[src/design/ces_pkg.sv]
`default_nettype none
package ces_pkg;
   // request sources: 0 and 1 are the two external requests, 2..3 internal
   localparam int NUM_SRC = 4;
   localparam int PRIO_W  = 3;

   // register offsets (byte addresses)
   localparam logic [7:0] REG_MODE   = 8'h00;
   localparam logic [7:0] REG_RAMCTL = 8'h04;
   localparam logic [7:0] REG_PRIO   = 8'h08;
   localparam logic [7:0] REG_XFER   = 8'h0C;
   localparam logic [7:0] REG_STAT   = 8'h10;

   // field positions and reset values
   localparam int         SR_T_BIT     = 15;
   localparam int         SR_MASK_LSB  = 8;
   localparam logic [2:0] MASK_ALL     = 3'h7;
   localparam logic       RAMEN_RESET  = 1'b1;
   localparam logic [11:0] PRIO_RESET  = 12'h000;
   localparam logic [3:0] XFER_RESET   = 4'h0;
   localparam logic [2:0] MODE_RESET   = 3'h0;

   // mode decode, one bit per latched mode value
   localparam logic [7:0] MAX_MODE_SET    = 8'h98;
   localparam logic [7:0] SINGLE_CHIP_SET = 8'hC0;

   // vector addresses in minimum mode; maximum mode doubles them
   localparam logic [15:0] VEC_RESET    = 16'h0000;
   localparam logic [15:0] VEC_ADDR_ERR = 16'h0010;
   localparam logic [15:0] VEC_TRACE    = 16'h0012;
   localparam logic [15:0] VEC_NMI      = 16'h0016;
   localparam logic [15:0] VEC_IRQ_BASE = 16'h0040;
   localparam logic [15:0] VEC_STEP     = 16'h0002;

   // address map bounds
   localparam logic [15:0] REGFIELD_LO = 16'hFF80;
   localparam logic [15:0] OFFCHIP_LO  = 16'h8000;
   localparam logic [15:0] OFFCHIP_HI  = 16'hFB7F;
   localparam logic [15:0] RAM_LO      = 16'hFB80;
   localparam logic [15:0] RAM_HI      = 16'hFF7F;

   localparam logic [1:0] RESP_OKAY   = 2'h0;
   localparam logic [1:0] RESP_SLVERR = 2'h2;

   typedef enum logic [2:0] {
      ST_HOLD = 3'b000,
      ST_VEC0 = 3'b001,
      ST_VEC1 = 3'b010,
      ST_RUN  = 3'b011,
      ST_PUSH = 3'b100,
      ST_XFER = 3'b101
   } ces_state_t;

   typedef struct packed {
      logic        valid;
      logic        prefetch;
      logic        word;
      logic [15:0] addr;
   } ces_acc_t;
endpackage
`default_nettype wire

[src/design/ces_exception_seq.sv]
// Functional notes
// - reset pin low halts and holds state
// - reset leaves on-chip RAM untouched
// - latch mode pins on reset release
// - reset clears trace, mask set seven
// - block interrupts until first instruction done
// - minimum mode: PC from word zero
// - maximum mode: code page, then PC
// - stack pointer never set by reset
// - load-control defers interrupts one instruction
// - address error clears trace, keeps mask
// - prefetch from register field faults
// - odd word access faults
// - single-chip off-chip access faults
// - single-chip disabled RAM access faults
// - trace flag set: trace each instruction
// - trace pushes T set, then clears
// - address error overrides trace after return
// - accept priority above mask; NMI eight
// - steer to transfer controller or CPU
// - CPU interrupt clears trace, raises mask
// - priority reset, address error, trace, interrupt
// - push state, clear trace, fetch vector
`default_nettype none
module ces_exception_seq
   import ces_pkg::*;
(
   // clock and reset
   input  wire logic                 mclk,
   input  wire logic                 sys_rst,
   // pins
   input  wire logic                 ext_reset_pin_n,
   input  wire logic [2:0]           mode_select_pins,
   // cpu core
   input  wire logic                 insnDone,
   input  wire logic                 insnDefer,
   input  wire logic                 srWrEn,
   input  wire logic [15:0]          srWrData,
   input  wire ces_acc_t             busAcc,
   input  wire logic                 pushDone,
   input  wire logic [15:0]          vecRdData,
   input  wire logic                 vecRdValid,
   output logic                      cpuResetHold,
   output logic                      periphResetHold,
   output logic                      cpuStall,
   output logic [15:0]               statusWord,
   output logic                      pushReq,
   output logic [15:0]               pushSr,
   output logic                      pushCp,
   output logic                      vecRdReq,
   output logic [15:0]               vecRdAddr,
   output logic                      pcLoad,
   output logic [15:0]               pcValue,
   output logic                      cpLoad,
   output logic [7:0]                cpValue,
   // interrupt sources
   input  wire logic                 nmiReq,
   input  wire logic [NUM_SRC-1:0]   intReq,
   output logic                      nmiAck,
   output logic [NUM_SRC-1:0]        intAck,
   // transfer controller
   output logic                      dtcStart,
   output logic [1:0]                dtcSrc,
   input  wire logic                 dtcDone,
   // axi4-lite slave
   input  wire logic [7:0]           s_axi_awaddr,
   input  wire logic                 s_axi_awvalid,
   output logic                      s_axi_awready,
   input  wire logic [31:0]          s_axi_wdata,
   input  wire logic [3:0]           s_axi_wstrb,
   input  wire logic                 s_axi_wvalid,
   output logic                      s_axi_wready,
   output logic [1:0]                s_axi_bresp,
   output logic                      s_axi_bvalid,
   input  wire logic                 s_axi_bready,
   input  wire logic [7:0]           s_axi_araddr,
   input  wire logic                 s_axi_arvalid,
   output logic                      s_axi_arready,
   output logic [31:0]               s_axi_rdata,
   output logic [1:0]                s_axi_rresp,
   output logic                      s_axi_rvalid,
   input  wire logic                 s_axi_rready
);

   function automatic logic modeIn(input logic [7:0] set, input logic [2:0] mode);
      modeIn = set[mode];
   endfunction

   function automatic logic [15:0] vecScale(input logic [15:0] v, input logic maxMode);
      vecScale = maxMode ? {v[14:0], 1'b0} : v;
   endfunction

   function automatic logic [31:0] wmerge(input logic [31:0] old, input logic [31:0] d, input logic [3:0] strb);
      logic [31:0] r;
      r = old;
      for (int b = 0; b < 4; b++) begin
         if (strb[b]) begin
            r[8*b +: 8] = d[8*b +: 8];
         end
      end
      wmerge = r;
   endfunction

   // pin synchronisers
   logic [1:0]  rstPinMeta_ff;
   logic [2:0]  modeMeta_ff;
   logic [2:0]  modeSync_ff;
   logic        pinHigh;

   always_ff @(posedge mclk or posedge sys_rst) begin
      if (sys_rst) begin
         rstPinMeta_ff <= 2'h0;
         modeMeta_ff   <= 3'h0;
         modeSync_ff   <= 3'h0;
      end else begin
         rstPinMeta_ff <= {rstPinMeta_ff[0], ext_reset_pin_n};
         modeMeta_ff   <= mode_select_pins;
         modeSync_ff   <= modeMeta_ff;
      end
   end
   // two-stage delay relies on the minimum low time on the pin
   // pin low long enough
   assign pinHigh = rstPinMeta_ff[1];

   // sequencer state
   ces_state_t  state_ff, nxt_state;
   logic [2:0]  modeBits_ff, nxt_modeBits;
   logic [15:0] sr_ff, nxt_sr;
   logic        intBlock_ff, nxt_intBlock;
   logic        aerrPend_ff, nxt_aerrPend;
   logic [15:0] vecBase_ff, nxt_vecBase;
   logic        vecRdReq_ff, nxt_vecRdReq;
   logic [15:0] vecRdAddr_ff, nxt_vecRdAddr;
   logic        pushReq_ff, nxt_pushReq;
   logic [15:0] pushSr_ff, nxt_pushSr;
   logic        pcLoad_ff, nxt_pcLoad;
   logic [15:0] pcValue_ff, nxt_pcValue;
   logic        cpLoad_ff, nxt_cpLoad;
   logic [7:0]  cpValue_ff, nxt_cpValue;
   logic        nmiAck_ff, nxt_nmiAck;
   logic [NUM_SRC-1:0] intAck_ff, nxt_intAck;
   logic        dtcStart_ff, nxt_dtcStart;
   logic [1:0]  dtcSrc_ff, nxt_dtcSrc;

   // software registers
   logic        ramEn_ff, nxt_ramEn;
   logic [11:0] prio_ff, nxt_prio;
   logic [3:0]  xferEn_ff, nxt_xferEn;

   logic        maxMode;
   logic        singleChip;
   logic        errNow;
   logic [2:0]  curMask;
   logic        srcFound;
   logic [1:0]  srcIdx;
   logic [2:0]  srcLvl;

   assign maxMode    = modeIn(MAX_MODE_SET, modeBits_ff);
   assign singleChip = modeIn(SINGLE_CHIP_SET, modeBits_ff);
   assign curMask    = sr_ff[SR_MASK_LSB +: 3];

   always_comb begin
      errNow = 1'b0;
      if (busAcc.valid) begin
         if (busAcc.prefetch && busAcc.addr >= REGFIELD_LO) begin
            errNow = 1'b1;
         end
         if (busAcc.word && busAcc.addr[0]) begin
            errNow = 1'b1;
         end
         if (singleChip && busAcc.addr >= OFFCHIP_LO && busAcc.addr <= OFFCHIP_HI) begin
            errNow = 1'b1;
         end
         if (singleChip && !ramEn_ff && busAcc.addr >= RAM_LO && busAcc.addr <= RAM_HI) begin
            errNow = 1'b1;
         end
      end
   end

   // highest level above the mask; lower index wins a tie
   always_comb begin
      srcFound = 1'b0;
      srcIdx   = 2'h0;
      srcLvl   = 3'h0;
      for (int i = 0; i < NUM_SRC; i++) begin
         if (intReq[i] && prio_ff[PRIO_W*i +: PRIO_W] > curMask &&
             (!srcFound || prio_ff[PRIO_W*i +: PRIO_W] > srcLvl)) begin
            srcFound = 1'b1;
            srcIdx   = 2'(i);
            srcLvl   = prio_ff[PRIO_W*i +: PRIO_W];
         end
      end
   end

   always_comb begin
      nxt_state     = state_ff;
      nxt_modeBits  = modeBits_ff;
      nxt_sr        = sr_ff;
      nxt_intBlock  = intBlock_ff;
      nxt_aerrPend  = aerrPend_ff;
      nxt_vecBase   = vecBase_ff;
      nxt_vecRdReq  = vecRdReq_ff;
      nxt_vecRdAddr = vecRdAddr_ff;
      nxt_pushReq   = pushReq_ff;
      nxt_pushSr    = pushSr_ff;
      nxt_pcLoad    = 1'b0;
      nxt_pcValue   = pcValue_ff;
      nxt_cpLoad    = 1'b0;
      nxt_cpValue   = cpValue_ff;
      nxt_nmiAck    = 1'b0;
      nxt_intAck    = '0;
      nxt_dtcStart  = 1'b0;
      nxt_dtcSrc    = dtcSrc_ff;
      if (state_ff == ST_RUN && errNow) begin
         nxt_aerrPend = 1'b1;
      end
      if (state_ff == ST_RUN && srWrEn) begin
         nxt_sr = srWrData;
      end
      case (state_ff)
         ST_HOLD: begin
            if (pinHigh) begin
               nxt_modeBits  = modeSync_ff;
               nxt_sr        = 16'h0000;
               nxt_sr[SR_MASK_LSB +: 3] = MASK_ALL;
               nxt_intBlock  = 1'b1;
               nxt_vecBase   = VEC_RESET;
               nxt_vecRdAddr = VEC_RESET;
               nxt_vecRdReq  = 1'b1;
               nxt_state     = ST_VEC0;
            end
         end
         ST_VEC0: begin
            if (vecRdValid) begin
               if (maxMode) begin
                  nxt_cpValue   = vecRdData[7:0];
                  nxt_cpLoad    = 1'b1;
                  nxt_vecRdAddr = 16'(vecBase_ff + VEC_STEP);
                  nxt_state     = ST_VEC1;
               end else begin
                  nxt_pcValue  = vecRdData;
                  nxt_pcLoad   = 1'b1;
                  nxt_vecRdReq = 1'b0;
                  nxt_state    = ST_RUN;
               end
            end
         end
         ST_VEC1: begin
            if (vecRdValid) begin
               nxt_pcValue  = vecRdData;
               nxt_pcLoad   = 1'b1;
               nxt_vecRdReq = 1'b0;
               nxt_state    = ST_RUN;
            end
         end
         ST_RUN: begin
            if (insnDone) begin
               // load-control blocks only its own end
               nxt_intBlock = 1'b0;
               if (aerrPend_ff || errNow) begin
                  nxt_aerrPend = 1'b0;
                  nxt_pushSr   = (srWrEn) ? srWrData : sr_ff;
                  nxt_sr       = (srWrEn) ? srWrData : sr_ff;
                  nxt_sr[SR_T_BIT] = 1'b0;
                  nxt_vecBase  = vecScale(VEC_ADDR_ERR, maxMode);
                  nxt_pushReq  = 1'b1;
                  nxt_state    = ST_PUSH;
               end else if (sr_ff[SR_T_BIT]) begin
                  nxt_pushSr   = sr_ff;
                  nxt_sr[SR_T_BIT] = 1'b0;
                  nxt_vecBase  = vecScale(VEC_TRACE, maxMode);
                  nxt_pushReq  = 1'b1;
                  nxt_state    = ST_PUSH;
               end else if (!intBlock_ff && !insnDefer && (nmiReq || srcFound)) begin
                  if (nmiReq) begin
                     nxt_nmiAck   = 1'b1;
                     nxt_pushSr   = sr_ff;
                     nxt_sr[SR_T_BIT] = 1'b0;
                     nxt_sr[SR_MASK_LSB +: 3] = MASK_ALL;
                     nxt_vecBase  = vecScale(VEC_NMI, maxMode);
                     nxt_pushReq  = 1'b1;
                     nxt_state    = ST_PUSH;
                  end else if (xferEn_ff[srcIdx]) begin
                     nxt_intAck[srcIdx] = 1'b1;
                     nxt_dtcStart = 1'b1;
                     nxt_dtcSrc   = srcIdx;
                     nxt_state    = ST_XFER;
                  end else begin
                     nxt_intAck[srcIdx] = 1'b1;
                     nxt_pushSr   = sr_ff;
                     nxt_sr[SR_T_BIT] = 1'b0;
                     nxt_sr[SR_MASK_LSB +: 3] = srcLvl;
                     nxt_vecBase  = vecScale(16'(VEC_IRQ_BASE | {13'h0000, srcIdx, 1'b0}), maxMode);
                     nxt_pushReq  = 1'b1;
                     nxt_state    = ST_PUSH;
                  end
               end
            end
         end
         ST_PUSH: begin
            if (pushDone) begin
               nxt_pushReq   = 1'b0;
               nxt_vecRdAddr = vecBase_ff;
               nxt_vecRdReq  = 1'b1;
               nxt_state     = ST_VEC0;
            end
         end
         ST_XFER: begin
            if (dtcDone) begin
               // one instruction runs before the next interrupt
               nxt_intBlock = 1'b1;
               nxt_state    = ST_RUN;
            end
         end
         default: begin
            nxt_state = ST_HOLD;
         end
      endcase
      if (!pinHigh) begin
         nxt_state    = ST_HOLD;
         nxt_sr       = 16'h0000;
         nxt_sr[SR_MASK_LSB +: 3] = MASK_ALL;
         nxt_intBlock = 1'b1;
         nxt_aerrPend = 1'b0;
         nxt_vecRdReq = 1'b0;
         nxt_pushReq  = 1'b0;
         nxt_intAck   = '0;
         nxt_nmiAck   = 1'b0;
         nxt_dtcStart = 1'b0;
      end
   end

   always_ff @(posedge mclk or posedge sys_rst) begin
      if (sys_rst) begin
         state_ff     <= ST_HOLD;
         modeBits_ff  <= MODE_RESET;
         sr_ff        <= 16'h0700;
         intBlock_ff  <= 1'b1;
         aerrPend_ff  <= 1'b0;
         vecBase_ff   <= VEC_RESET;
         vecRdReq_ff  <= 1'b0;
         vecRdAddr_ff <= VEC_RESET;
         pushReq_ff   <= 1'b0;
         pushSr_ff    <= 16'h0000;
         pcLoad_ff    <= 1'b0;
         pcValue_ff   <= 16'h0000;
         cpLoad_ff    <= 1'b0;
         cpValue_ff   <= 8'h00;
         nmiAck_ff    <= 1'b0;
         intAck_ff    <= '0;
         dtcStart_ff  <= 1'b0;
         dtcSrc_ff    <= 2'h0;
      end else begin
         state_ff     <= nxt_state;
         modeBits_ff  <= nxt_modeBits;
         sr_ff        <= nxt_sr;
         intBlock_ff  <= nxt_intBlock;
         aerrPend_ff  <= nxt_aerrPend;
         vecBase_ff   <= nxt_vecBase;
         vecRdReq_ff  <= nxt_vecRdReq;
         vecRdAddr_ff <= nxt_vecRdAddr;
         pushReq_ff   <= nxt_pushReq;
         pushSr_ff    <= nxt_pushSr;
         pcLoad_ff    <= nxt_pcLoad;
         pcValue_ff   <= nxt_pcValue;
         cpLoad_ff    <= nxt_cpLoad;
         cpValue_ff   <= nxt_cpValue;
         nmiAck_ff    <= nxt_nmiAck;
         intAck_ff    <= nxt_intAck;
         dtcStart_ff  <= nxt_dtcStart;
         dtcSrc_ff    <= nxt_dtcSrc;
      end
   end

   assign cpuResetHold    = (state_ff == ST_HOLD);
   assign periphResetHold = !pinHigh;
   assign cpuStall        = (state_ff == ST_XFER);
   assign statusWord      = sr_ff;
   assign pushReq         = pushReq_ff;
   assign pushSr          = pushSr_ff;
   assign pushCp          = maxMode;
   assign vecRdReq        = vecRdReq_ff;
   assign vecRdAddr       = vecRdAddr_ff;
   assign pcLoad          = pcLoad_ff;
   assign pcValue         = pcValue_ff;
   assign cpLoad          = cpLoad_ff;
   assign cpValue         = cpValue_ff;
   assign nmiAck          = nmiAck_ff;
   assign intAck          = intAck_ff;
   assign dtcStart        = dtcStart_ff;
   assign dtcSrc          = dtcSrc_ff;

   // register bus; one write and one read in flight
   logic        awHeld_ff, nxt_awHeld;
   logic [7:0]  awAddr_ff, nxt_awAddr;
   logic        wHeld_ff, nxt_wHeld;
   logic [31:0] wData_ff, nxt_wData;
   logic [3:0]  wStrb_ff, nxt_wStrb;
   logic        bvalid_ff, nxt_bvalid;
   logic [1:0]  bresp_ff, nxt_bresp;
   logic        rvalid_ff, nxt_rvalid;
   logic [31:0] rdata_ff, nxt_rdata;
   logic [1:0]  rresp_ff, nxt_rresp;

   assign s_axi_awready = !awHeld_ff && !bvalid_ff;
   assign s_axi_wready  = !wHeld_ff && !bvalid_ff;
   assign s_axi_arready = !rvalid_ff;
   assign s_axi_bvalid  = bvalid_ff;
   assign s_axi_bresp   = bresp_ff;
   assign s_axi_rvalid  = rvalid_ff;
   assign s_axi_rdata   = rdata_ff;
   assign s_axi_rresp   = rresp_ff;

   always_comb begin
      nxt_awHeld = awHeld_ff;
      nxt_awAddr = awAddr_ff;
      nxt_wHeld  = wHeld_ff;
      nxt_wData  = wData_ff;
      nxt_wStrb  = wStrb_ff;
      nxt_bvalid = bvalid_ff;
      nxt_bresp  = bresp_ff;
      nxt_rvalid = rvalid_ff;
      nxt_rdata  = rdata_ff;
      nxt_rresp  = rresp_ff;
      nxt_ramEn  = ramEn_ff;
      nxt_prio   = prio_ff;
      nxt_xferEn = xferEn_ff;
      if (s_axi_awvalid && s_axi_awready) begin
         nxt_awHeld = 1'b1;
         nxt_awAddr = s_axi_awaddr;
      end
      if (s_axi_wvalid && s_axi_wready) begin
         nxt_wHeld = 1'b1;
         nxt_wData = s_axi_wdata;
         nxt_wStrb = s_axi_wstrb;
      end
      if (awHeld_ff && wHeld_ff) begin
         nxt_awHeld = 1'b0;
         nxt_wHeld  = 1'b0;
         nxt_bvalid = 1'b1;
         nxt_bresp  = RESP_OKAY;
         case (awAddr_ff)
            REG_MODE, REG_STAT: begin
            end
            REG_RAMCTL: begin
               if (wStrb_ff[0]) begin
                  nxt_ramEn = wData_ff[0];
               end
            end
            REG_PRIO: begin
               nxt_prio = 12'(wmerge({20'h00000, prio_ff}, wData_ff, wStrb_ff));
            end
            REG_XFER: begin
               nxt_xferEn = 4'(wmerge({28'h0000000, xferEn_ff}, wData_ff, wStrb_ff));
            end
            default: begin
               nxt_bresp = RESP_SLVERR;
            end
         endcase
      end
      if (bvalid_ff && s_axi_bready) begin
         nxt_bvalid = 1'b0;
      end
      if (rvalid_ff && s_axi_rready) begin
         nxt_rvalid = 1'b0;
      end
      if (s_axi_arvalid && s_axi_arready) begin
         nxt_rvalid = 1'b1;
         nxt_rresp  = RESP_OKAY;
         case (s_axi_araddr)
            REG_MODE:   nxt_rdata = {29'h00000000, modeBits_ff};
            REG_RAMCTL: nxt_rdata = {31'h00000000, ramEn_ff};
            REG_PRIO:   nxt_rdata = {20'h00000, prio_ff};
            REG_XFER:   nxt_rdata = {28'h0000000, xferEn_ff};
            REG_STAT:   nxt_rdata = {11'h000, state_ff, intBlock_ff, aerrPend_ff, sr_ff};
            default: begin
               nxt_rdata = 32'h00000000;
               nxt_rresp = RESP_SLVERR;
            end
         endcase
      end
      if (!pinHigh) begin
         nxt_ramEn  = RAMEN_RESET;
         nxt_prio   = PRIO_RESET;
         nxt_xferEn = XFER_RESET;
      end
   end

   always_ff @(posedge mclk or posedge sys_rst) begin
      if (sys_rst) begin
         awHeld_ff <= 1'b0;
         awAddr_ff <= 8'h00;
         wHeld_ff  <= 1'b0;
         wData_ff  <= 32'h00000000;
         wStrb_ff  <= 4'h0;
         bvalid_ff <= 1'b0;
         bresp_ff  <= RESP_OKAY;
         rvalid_ff <= 1'b0;
         rdata_ff  <= 32'h00000000;
         rresp_ff  <= RESP_OKAY;
         ramEn_ff  <= RAMEN_RESET;
         prio_ff   <= PRIO_RESET;
         xferEn_ff <= XFER_RESET;
      end else begin
         awHeld_ff <= nxt_awHeld;
         awAddr_ff <= nxt_awAddr;
         wHeld_ff  <= nxt_wHeld;
         wData_ff  <= nxt_wData;
         wStrb_ff  <= nxt_wStrb;
         bvalid_ff <= nxt_bvalid;
         bresp_ff  <= nxt_bresp;
         rvalid_ff <= nxt_rvalid;
         rdata_ff  <= nxt_rdata;
         rresp_ff  <= nxt_rresp;
         ramEn_ff  <= nxt_ramEn;
         prio_ff   <= nxt_prio;
         xferEn_ff <= nxt_xferEn;
      end
   end

endmodule
`default_nettype wire

[config.mk]
export PLATFORM = sky130hd
export DESIGN_NAME = ces_exception_seq
export DESIGN_NICKNAME = d
export VERILOG_FILES = /design/src/design/ces_pkg.sv /design/src/design/ces_exception_seq.sv
export SDC_FILE = /design/constraint.sdc
export NUM_CORES = 1
export LEC_CHECK = 0
export BUFFER_PORTS_ARGS = -buffer_cell sky130_fd_sc_hd__clkbuf_2
export CORE_UTILIZATION = 45
export DETAILED_ROUTE_END_ITERATION = 7
export PLACE_DENSITY = 0.74
export SYNTH_ARGS = -nofsm -noshare
export SYNTH_HDL_FRONTEND = slang
export SYNTH_SLANG_ARGS = --single-unit
[constraint.sdc]
create_clock -name mclk -period 5.95 [get_ports mclk]
set_input_delay 0.8925 -clock mclk [delete_from_list [all_inputs] [get_ports mclk]]
set_output_delay 0.8925 -clock mclk [all_outputs]
set_load 0.1 [all_outputs]
==> results of run 1 <==
[power by group through the flow]
stage	Clock, mW	Sequential [mW]	Combinational, mW
after floorplan	0	2.36	0.843
after global placement	0	1.56	1.97
after detailed placement	0	1.57	1.99
after CTS	1.08	1.55	2.00
after global routing	1.13	1.58	2.11
final	1.06	1.55	2.00
[layout make-up]
class / count / area share
Sequential cell: 165 / 0.389
Multi-Input combinational cell: 614 / 0.397
Clock buffer: 18 / 0.0402
Clock inverter: 14 / 0.0127
Inverter: 32 / 0.0129
Timing Repair Buffer: 235 / 0.121
Tap cell: 234 / 0.0275
[what timing repair did]
item / CTS / global route
gates resized for setup: 0 / 27
endpoints found under the setup margin: 0 / 30
setup buffers: 0 / 17
[sequential cells by signal (all words and copies together), names as in the netlist, 2 cells and up]
name / cells
s_axi_rdata: 21
intAck: 4
cpValue: 8
modeSync_ff: 3
vecRdAddr: 8
state_ff: 3
awAddr_ff: 8
wStrb_ff: 2
statusWord: 16
pushSr: 16
rstPinMeta_ff: 2
prio_ff: 12
pcValue: 16
modeBits_ff: 3
vecBase_ff: 7
xferEn_ff: 4
modeMeta_ff: 3
dtcSrc: 2
wData_ff: 12
[stage by stage]
step	hold WS [ps]	cells	area, um2	utilization	power, mW
2_1_floorplan	331	866	8710	-	3.20
3_3_place_gp	336	1262	9810	0.526	3.53
3_5_place_dp	336	1262	9810	0.526	3.56
4_1_cts	355	1294	10400	0.557	4.62
5_1_grt	366	1312	10700	0.572	4.82
6_report	351	1312	10700	0.572	4.61
[kinds of logic (layout without fill, tap and decap cells)]
family | after synthesis | after routing | share of synthesized area
buffers and inverters | 87 | 299 | 0.0517
DFF | 165 | 165 | 0.484
xor gates and xnor gates | 1 | 1 | 0.00103
adders and majority gates | 23 | 23 | 0.0337
muxes | 106 | 106 | 0.141
other | 1 | 21 | 0.000439
and+or+nand+nor | 279 | 279 | 0.145
AOI/OAI and AO/OA | 184 | 184 | 0.142
[path summary, 6_finish.rpt]
| check | startpoint | end | cells after the start |
|---|---|---|---|
| setup / recovery | statusWord[10]$_DFF_PP1_ | pushSr[7]$_DFFE_PP0P_ | 30 |
| hold / removal | modeMeta_ff[1]$_DFF_PP0_ | modeSync_ff[1]$_DFF_PP0_ | 0 |
| setup reg to reg | statusWord[10]$_DFF_PP1_ | pushSr[7]$_DFFE_PP0P_ | 30 |
| hold reg to reg | modeMeta_ff[1]$_DFF_PP0_ | modeSync_ff[1]$_DFF_PP0_ | 0 |
| max in group asynchronous | sys_rst | xferEn_ff[3]$_DFFE_PP0P_ | 3 |
| min in group asynchronous | sys_rst | rstPinMeta_ff[0]$_DFF_PP0_ | 2 |
[layer usage]
layer  share of wire  GRT usage
met2            0.48      0.376
met3           0.065     0.0516
met1            0.43      0.317
met5               0          0
met4           0.024     0.0856
[layout by cell type (no fill, tap or decap), types with 4 or more instances in the layout]
master	n
o21ai_0	51
mux2_4	19
o2111ai_1	4
and2_1	4
clkbuf_2	204
and3_1	9
clkinvlp_4	4
mux2_2	53
a21oi_1	40
a21o_1	4
nand3_1	31
a22oi_1	11
dfrtp_1	160
nor3_1	12
a31oi_1	6
o21ai_2	4
clkbuf_16	18
ha_4	6
nor2b_1	6
inv_1	26
nand2_1	133
mux2i_1	34
inv_6	7
nor2_1	57
o21bai_1	4
a211oi_1	13
ha_1	16
conb_1	21
inv_8	5
buf_4	27
o21a_1	6
==> reports/results.ini, run 1 <==
[timing]
relSlewSlack=0.343
fin_crit_sh=1.01
skew_ps=12.9
report.final.slew_viol_count=0
finalHoldViolCount=0
setup_viol_count_final=9
tightest_slew_ps=981
fmax_ghz=0.167
setup_ws_ps=-41.2
fin_crit_ps=5990
rsz0062_at_grt=yes
tns_ps=-257

[setup_path]
critPathMaxStageDelay_ps=650
cp-start-kind=flop
cp_num_buf_inv=4
cp.required_ps=6260
cp_top_family=compound AO/OA/AOI/OAI gates
critPathArrivalTime_ps=6300
slowest_stage=dfstp_4
crit_top_cell=o21ai_2
r2r_slack_ps=-40
critPathCaptureType=flop
crit_fanout=7
path_class=flop to flop

[status]
violations=negative setup slack
outcome=finished with violations

[yosys]
ys_seq_area_frac=0.484
ys.flop_type=dfrtp_1
yosys.area.top_type_share=0.469
yosys-top-cells-count=dfrtp_1 (160), nand2_1 (134), nor2_1 (59)
synth_edf_count=0
synthesis.area_um2=8540
synth_cell_type_count=67
synth_top_area_cell=dfrtp_1
syn_inst=846
ys_top_cells_by_area=dfrtp_1 (47%), mux2_2 (7.5%), nand2_1 (5.9%)
ys_ff_latch=165
yosysMostFrequentCell=dfrtp_1
syn_avg_cell_area_um2=10.1
yosysWarnings=0
async_flop_share=1.00

[clock_network]
htreeDepth=4
hold_buffers=0
cts_root_buf=clkbuf_16
cts_tree=built
clock_path_buffers=2
clock_latency_ps=430
cts_sinks=165
cts_buffers=17
cts.reportedPaths.clkPinSlew_ps=70

[routing]
wire_per_inst_um=17.7
vias=7237
dr.pass1.iters=5
first_iter_violations=507
drtAntennaViolNets=0
drc=0
wirelength_um=23200
avgViaCountPerCell=5.52

[pwr]
p_sw_mw=2.26
power.share.combinational=0.434
p_clk_frac=0.230
swShare=0.490
p_seq_frac=0.336
vdd_drop_max_mv=0.332
leakage_nw=5.14
power.density_nw_per_um2=433
p_int_mw=2.35

[placed_design]
hpwl_um=16600
gp_congestion=0.880
preCtsSetupSlack_ps=52.0
io_buffers=204

[global_routing]
grt_pass1_wl_um=35900
grt_max_degree=93
grt_overflow=0
grt_usage=0.236
grt_pass1_vias=6788
antenna_found_initial=0

[cells_and_area]
layout-drive-gt1-share=0.355
fill_cells=1635
syn_to_final_growth_pct=24.9
diodes=0
finalNetCount=1213
regArea_um2=4150
multi_input_area_um2=4230

[flow_run]
drv_cap=0

[die]
rows=50
core_area_um2=18600
initial_utilization=0.458
die_area_um2=19500
die_w_um=140
fp.dieH_um=140
io_pins=254

[worst_hold_path]
hold_path_class=flop to flop

(Power assumes the default switching activity.)
==> run 2, diff against run 1 <==
--- a/config.mk
+++ b/config.mk
@@ -6,6 +6,7 @@
 export NUM_CORES = 1
 export LEC_CHECK = 0
 export BUFFER_PORTS_ARGS = -buffer_cell sky130_fd_sc_hd__clkbuf_2
+export CORE_ASPECT_RATIO = 0.6
 export CORE_UTILIZATION = 45
 export DETAILED_ROUTE_END_ITERATION = 7
 export PLACE_DENSITY = 0.74
==> reports/results.ini, run 2 (synthesized netlist as in run 1, its figures left out) <==
[setup_path]
slowest_stage=dfstp_4
cp_top_family=compound AO/OA/AOI/OAI gates
rr_worst_depth=28  ; -6.7%
cp_num_buf_inv=3  ; -1
cp-start-kind=flop
critPathCaptureType=flop
crit_fanout=5  ; -2
worstReg2RegStart=statusWord[10]$_DFF_PP1_
cp.required_ps=6270  ; about the same
critPathArrivalTime_ps=6140  ; -160 ps
r2r_end=dtcSrc[1]$_DFFE_PP0P_
path_class=flop to flop
r2r_slack_ps=130  ; +170 ps
critPathMaxStageDelay_ps=690  ; +40 ps

[timing]
tightest_slew_ps=1080  ; +102 ps
hold_slack_ps=358  ; +7.48 ps
relSlewSlack=0.278  ; -0.0652
fin_crit_sh=0.978  ; -0.0286
setup_viol_count_final=0  ; -9
finalHoldViolCount=0  ; unchanged
fmax_ghz=0.172  ; +2.9%
setup_ws_ps=129  ; +170 ps
report.final.slew_viol_count=0  ; unchanged
skew_ps=15.4  ; +2.50 ps
fin_crit_ps=5820  ; -170 ps

[clock_network]
clock_path_buffers=2  ; unchanged
hold_buffers=0  ; unchanged
cts_root_buf=clkbuf_16
cts_sinks=165  ; unchanged
cts_buffers=17  ; unchanged
htreeDepth=4  ; unchanged
cts.reportedPaths.clkPinSlew_ps=70  ; about the same
cts_tree=built
clock_latency_ps=440  ; about the same

[cells_and_area]
final_common_cell=clkbuf_2
largest_register_ff_count=21  ; unchanged
fin_area_um2=10700  ; +0.63%
finalNetCount=1214  ; +0.082%
layout-drive-gt1-share=0.355  ; about the same
syn_to_final_growth_pct=25.7
final_cell_mix=clkbuf_2 (204), dfrtp_1 (160), nand2_1 (134)

[die]
rows=38  ; -24%
io_pins=254  ; unchanged
die_w_um=180  ; +29%
initial_utilization=0.467  ; +0.00845
die_area_um2=19500  ; about the same
fp.dieH_um=109  ; -22%
core_area_um2=18300  ; -1.8%

[placed_design]
hpwl_um=18300  ; +9.7%
io_buffers=204  ; unchanged
place_area_um2=9900  ; +0.89%
preCtsSetupSlack_ps=74.9  ; +22.8 ps
gp_congestion=0.912  ; +3.6%

[global_routing]
grt_pass1_wl_um=38900  ; +8.4%
grt_overflow=0  ; unchanged
antenna_found_initial=0  ; unchanged
grt_max_degree=104  ; +12%
grt_usage=0.259  ; +0.0231
grt_pass1_vias=6986  ; +2.9%

[status]
violations=design-rule violations
outcome=finished with violations

[routing]
wirelength_um=25000  ; +7.7%
drtAntennaViolNets=0  ; unchanged
dr.pass1.iters=8  ; +3
drc=10  ; +10
first_iter_violations=887  ; +75%
wire_per_inst_um=18.9  ; +7.0%
vias=7313  ; +1.1%
avgViaCountPerCell=5.54  ; +0.44%

[pwr]
vdd_drop_max_mv=0.322  ; -2.9%
power.density_nw_per_um2=443  ; +2.4%
leakage_nw=5.16  ; +0.54%

[flow_run]
drv_cap=0  ; unchanged

[worst_hold_path]
hold_end=modeSync_ff[2]$_DFF_PP0_
hold_path_class=flop to flop
hold_depth=0  ; unchanged
hp-start=modeMeta_ff[2]$_DFF_PP0_

[run 2: timing repair]
item,in CTS,in global routing
gates resized for setup,0,29
setup endpoints to repair,0,30
setup buffers,0,10
[run 2: layer usage]
layer	wire (um)	global-route usage	up-vias
met5	0	0	-
met2	10700	0.375	327
met4	232	0.0603	0
li1	-	-	3408
met3	2360	0.0648	22
met1	11700	0.388	3556
[run 2: how the worst max path moves through the flow]
stage,start,to,slack (ps),cells after the start
floorplan,statusWord[9]$_DFF_PP1_,pushSr[10]$_DFFE_PP0P_,-70,30
global placement,statusWord[10]$_DFF_PP1_,pushSr[14]$_DFFE_PP0P_,200,29
detailed placement,statusWord[10]$_DFF_PP1_,pushSr[12]$_DFFE_PP0P_,70,29
CTS,statusWord[10]$_DFF_PP1_,pushSr[12]$_DFFE_PP0P_,50,28
global route,statusWord[10]$_DFF_PP1_,pushSr[15]$_DFFE_PP0P_,-80,28
finish,statusWord[10]$_DFF_PP1_,dtcSrc[1]$_DFFE_PP0P_,130,28
[run 2: power breakdown]
part | internal, mW | switching (mW) | total, mW
Clock | 0.615 | 0.552 | 1.17
Sequential | 1.36 | 0.193 | 1.55
Combinational | 0.448 | 1.59 | 2.04
[run 2: cell type report]
cell class	instances	area [um2]
Clock buffer	17	425
Inverter	32	138
Tap cell	240	300
Multi-Input combinational cell	614	4220
Antenna cell	1	2.50
Fill cell	1555	7570
Timing Repair Buffer	236	1300
Clock inverter	15	203
Sequential cell	165	4150
[run 2: worst register-to-register path, delay by kind of cell, from the launching register on]
family          cells  cell delay [ps]
compound gates     12             1870
fa+ha+maj           4              980
buf+inv             3              340
flops               1              690
mux                 2              610
simple gates        7             1200
[run 2: per-stage QoR]
stage / std cells / util / TNS, ps / power (mW)
3_5_place_dp: 1277 / 0.541 / 0 / 3.59
5_1_grt: 1319 / 0.586 / -1290 / 4.96
4_1_cts: 1309 / 0.575 / 0 / 4.76
3_3_place_gp: 1277 / 0.541 / 0 / 3.55
2_1_floorplan: 866 / - / -691 / 3.20
6_report: 1320 / 0.586 / 0 / 4.76
==> run 3, diff against run 2 <==
--- a/config.mk
+++ b/config.mk
@@ -8,6 +8,7 @@
 export BUFFER_PORTS_ARGS = -buffer_cell sky130_fd_sc_hd__clkbuf_2
 export CORE_ASPECT_RATIO = 0.6
 export CORE_UTILIZATION = 45
+export CTS_BUF_LIST = sky130_fd_sc_hd__clkbuf_2 sky130_fd_sc_hd__clkbuf_4 sky130_fd_sc_hd__clkbuf_8
 export DETAILED_ROUTE_END_ITERATION = 7
 export PLACE_DENSITY = 0.74
 export SYNTH_ARGS = -nofsm -noshare
==> reports/results.ini, run 3 (synthesized netlist as in run 1, its figures left out) <==
[status]
outcome=finished with violations
violations=design-rule violations

[flow_run]
drv_cap=0  ; unchanged

[routing]
wire_per_inst_um=18.8  ; -0.88%
avgViaCountPerCell=5.56  ; +0.42%
dr.pass1.iters=8  ; unchanged
first_iter_violations=889  ; +0.23%
vias=7338  ; +0.34%
drtAntennaViolNets=0  ; unchanged
wirelength_um=24800  ; -0.95%
drc=5  ; -5

[clock_network]
cts_buffers=17  ; unchanged
clock_latency_ps=480  ; +40 ps
htreeDepth=4  ; unchanged
cts_root_buf=clkbuf_8
cts_tree=built
cts.reportedPaths.clkPinSlew_ps=110  ; +40 ps
clock_path_buffers=2  ; unchanged
cts_sinks=165  ; unchanged

[die]
io_pins=254  ; unchanged
die_w_um=180  ; unchanged
core_area_um2=18300  ; unchanged
initial_utilization=0.467  ; unchanged
rows=38  ; unchanged
die_area_um2=19500  ; unchanged
fp.dieH_um=109  ; unchanged

[setup_path]
crit_fanout=19  ; +14
cp-start-kind=flop
critPathMaxStageDelay_ps=710  ; +20 ps
cp.required_ps=6310  ; +40 ps
slowest_stage=dfstp_4
critPathCaptureType=flop
path_class=flop to flop
crit_top_cell=o21a_1
critPathArrivalTime_ps=6250  ; +110 ps

[pwr]
p_clk_frac=0.199  ; -0.046
power.share.combinational=0.456  ; +0.027
p_seq_frac=0.345  ; +0.020
swShare=0.515  ; +0.0234
leakage_nw=5.07  ; -1.8%
p_int_mw=2.17  ; -10%
power.density_nw_per_um2=426  ; -4.0%
vdd_drop_max_mv=0.319  ; -0.82%
power.total_mw=4.47  ; -5.9%
p_sw_mw=2.30  ; -1.5%

[timing]
report.final.slew_viol_count=0  ; unchanged
fmax_ghz=0.170  ; -1.3%
finalHoldViolCount=0  ; unchanged
relSlewSlack=0.292  ; +0.0136
setup_ws_ps=53.7  ; -75.0 ps
fin_crit_ps=5900  ; +75.0 ps
rsz0062_at_grt=yes
setup_viol_count_final=0  ; unchanged
skew_ps=27.0  ; +11.6 ps
fin_crit_sh=0.991  ; +0.0126
hold_slack_ps=363  ; +4.37 ps
tightest_slew_ps=1060  ; -20.4 ps

[placed_design]
gp_congestion=0.912  ; unchanged
preCtsSetupSlack_ps=74.9  ; unchanged
hpwl_um=18300  ; unchanged
place_area_um2=9900  ; unchanged
io_buffers=204  ; unchanged

[global_routing]
grt_max_degree=104  ; unchanged
grt_overflow=0  ; unchanged
grt_pass1_wl_um=38600  ; -0.80%
grt_usage=0.257  ; -0.00249
grt_pass1_vias=6950  ; -0.52%
antenna_found_initial=0  ; unchanged

[cells_and_area]
final_common_cell=clkbuf_2
finalNetCount=1214  ; unchanged
diodes=0  ; -1
regArea_um2=4150  ; unchanged
fin_area_um2=10500  ; -2.1%
layout-drive-gt1-share=0.352  ; -0.00278
final_util=0.574  ; -0.0120
final_cell_mix=clkbuf_2 (204), dfrtp_1 (160), nand2_1 (134)
fill_cells=1581  ; +1.7%
multi_input_area_um2=4190  ; -0.62%
syn_to_final_growth_pct=23.1
largest_register_ff_count=21  ; unchanged

[worst_hold_path]
hold_path_class=flop to flop

-- run 3: changes by cell type in the layout (fill, tap and decap cells not counted), sizes merged --
cell / delta
diode: -1
-- run 3: metal layers --
layer | track usage | part of all wire | vias to the layer above
met5 | 0 | 0 | -
met4 | 0.0517 | 0.0069 | 0
met3 | 0.0665 | 0.090 | 20
met2 | 0.367 | 0.42 | 316
met1 | 0.388 | 0.48 | 3605
li1 | - | - | 3397
-- run 3: metrics by stage --
stage / TNS, ps / cells
finish: 0 / 1319
global route: -2260 / 1319
CTS: 0 / 1309
detailed placement: 0 / 1277
global placement: 0 / 1277
floorplan: -691 / 866
-- run 3: what timing repair did --
item / CTS / global route
resized for setup: 0 / 24
setup buffers: 0 / 10
hold buffers: 0 / 0
hold endpoints to repair: 0 / 0
setup endpoints to repair: 0 / 30
-- run 3: path summary, 6_finish.rpt --
path / start / end / slack (ps) / depth (start not counted)
hold reg to reg: modeMeta_ff[2]$_DFF_PP0_ / modeSync_ff[2]$_DFF_PP0_ / 360 / 0
setup reg to reg: statusWord[10]$_DFF_PP1_ / pushSr[13]$_DFFE_PP0P_ / 50 / 28
min in group asynchronous: sys_rst / pushSr[13]$_DFFE_PP0P_ / 570 / 2
setup / recovery: statusWord[10]$_DFF_PP1_ / pushSr[13]$_DFFE_PP0P_ / 50 / 28
hold / removal: modeMeta_ff[2]$_DFF_PP0_ / modeSync_ff[2]$_DFF_PP0_ / 360 / 0
max in group asynchronous: sys_rst / prio_ff[10]$_DFFE_PP0P_ / 4020 / 3
-- run 3: worst max-delay path, delay by kind of cell (launching register included) --
| kind | cells | cell delay [ps] |
|---|---|---|
| AO/OA/AOI/OAI | 13 | 2160 |
| adder cells (fa/ha/maj) | 4 | 990 |
| AND/OR/NAND/NOR | 5 | 870 |
| flip-flops | 1 | 710 |
| buffers and inverters | 4 | 470 |
| multiplexers | 2 | 540 |
-- run 3: layout make-up --
cell class | instances | share of cell area
repair buffers | 236 | 0.123
multi-input cells | 614 | 0.399
clock buffers | 17 | 0.0223
inverters | 32 | 0.0131
flip-flops and latches | 165 | 0.394
clock inverters | 15 | 0.0193
well taps | 240 | 0.0286
-- run 3: power groups by stage --
stage	clock network, mW	registers (mW)	logic (mW)
after floorplan	0	2.36	0.843
after global placement	0	1.56	2.00
after detailed placement	0	1.56	2.02
after CTS	0.901	1.54	2.03
after global routing	0.952	1.58	2.14
final	0.889	1.55	2.04
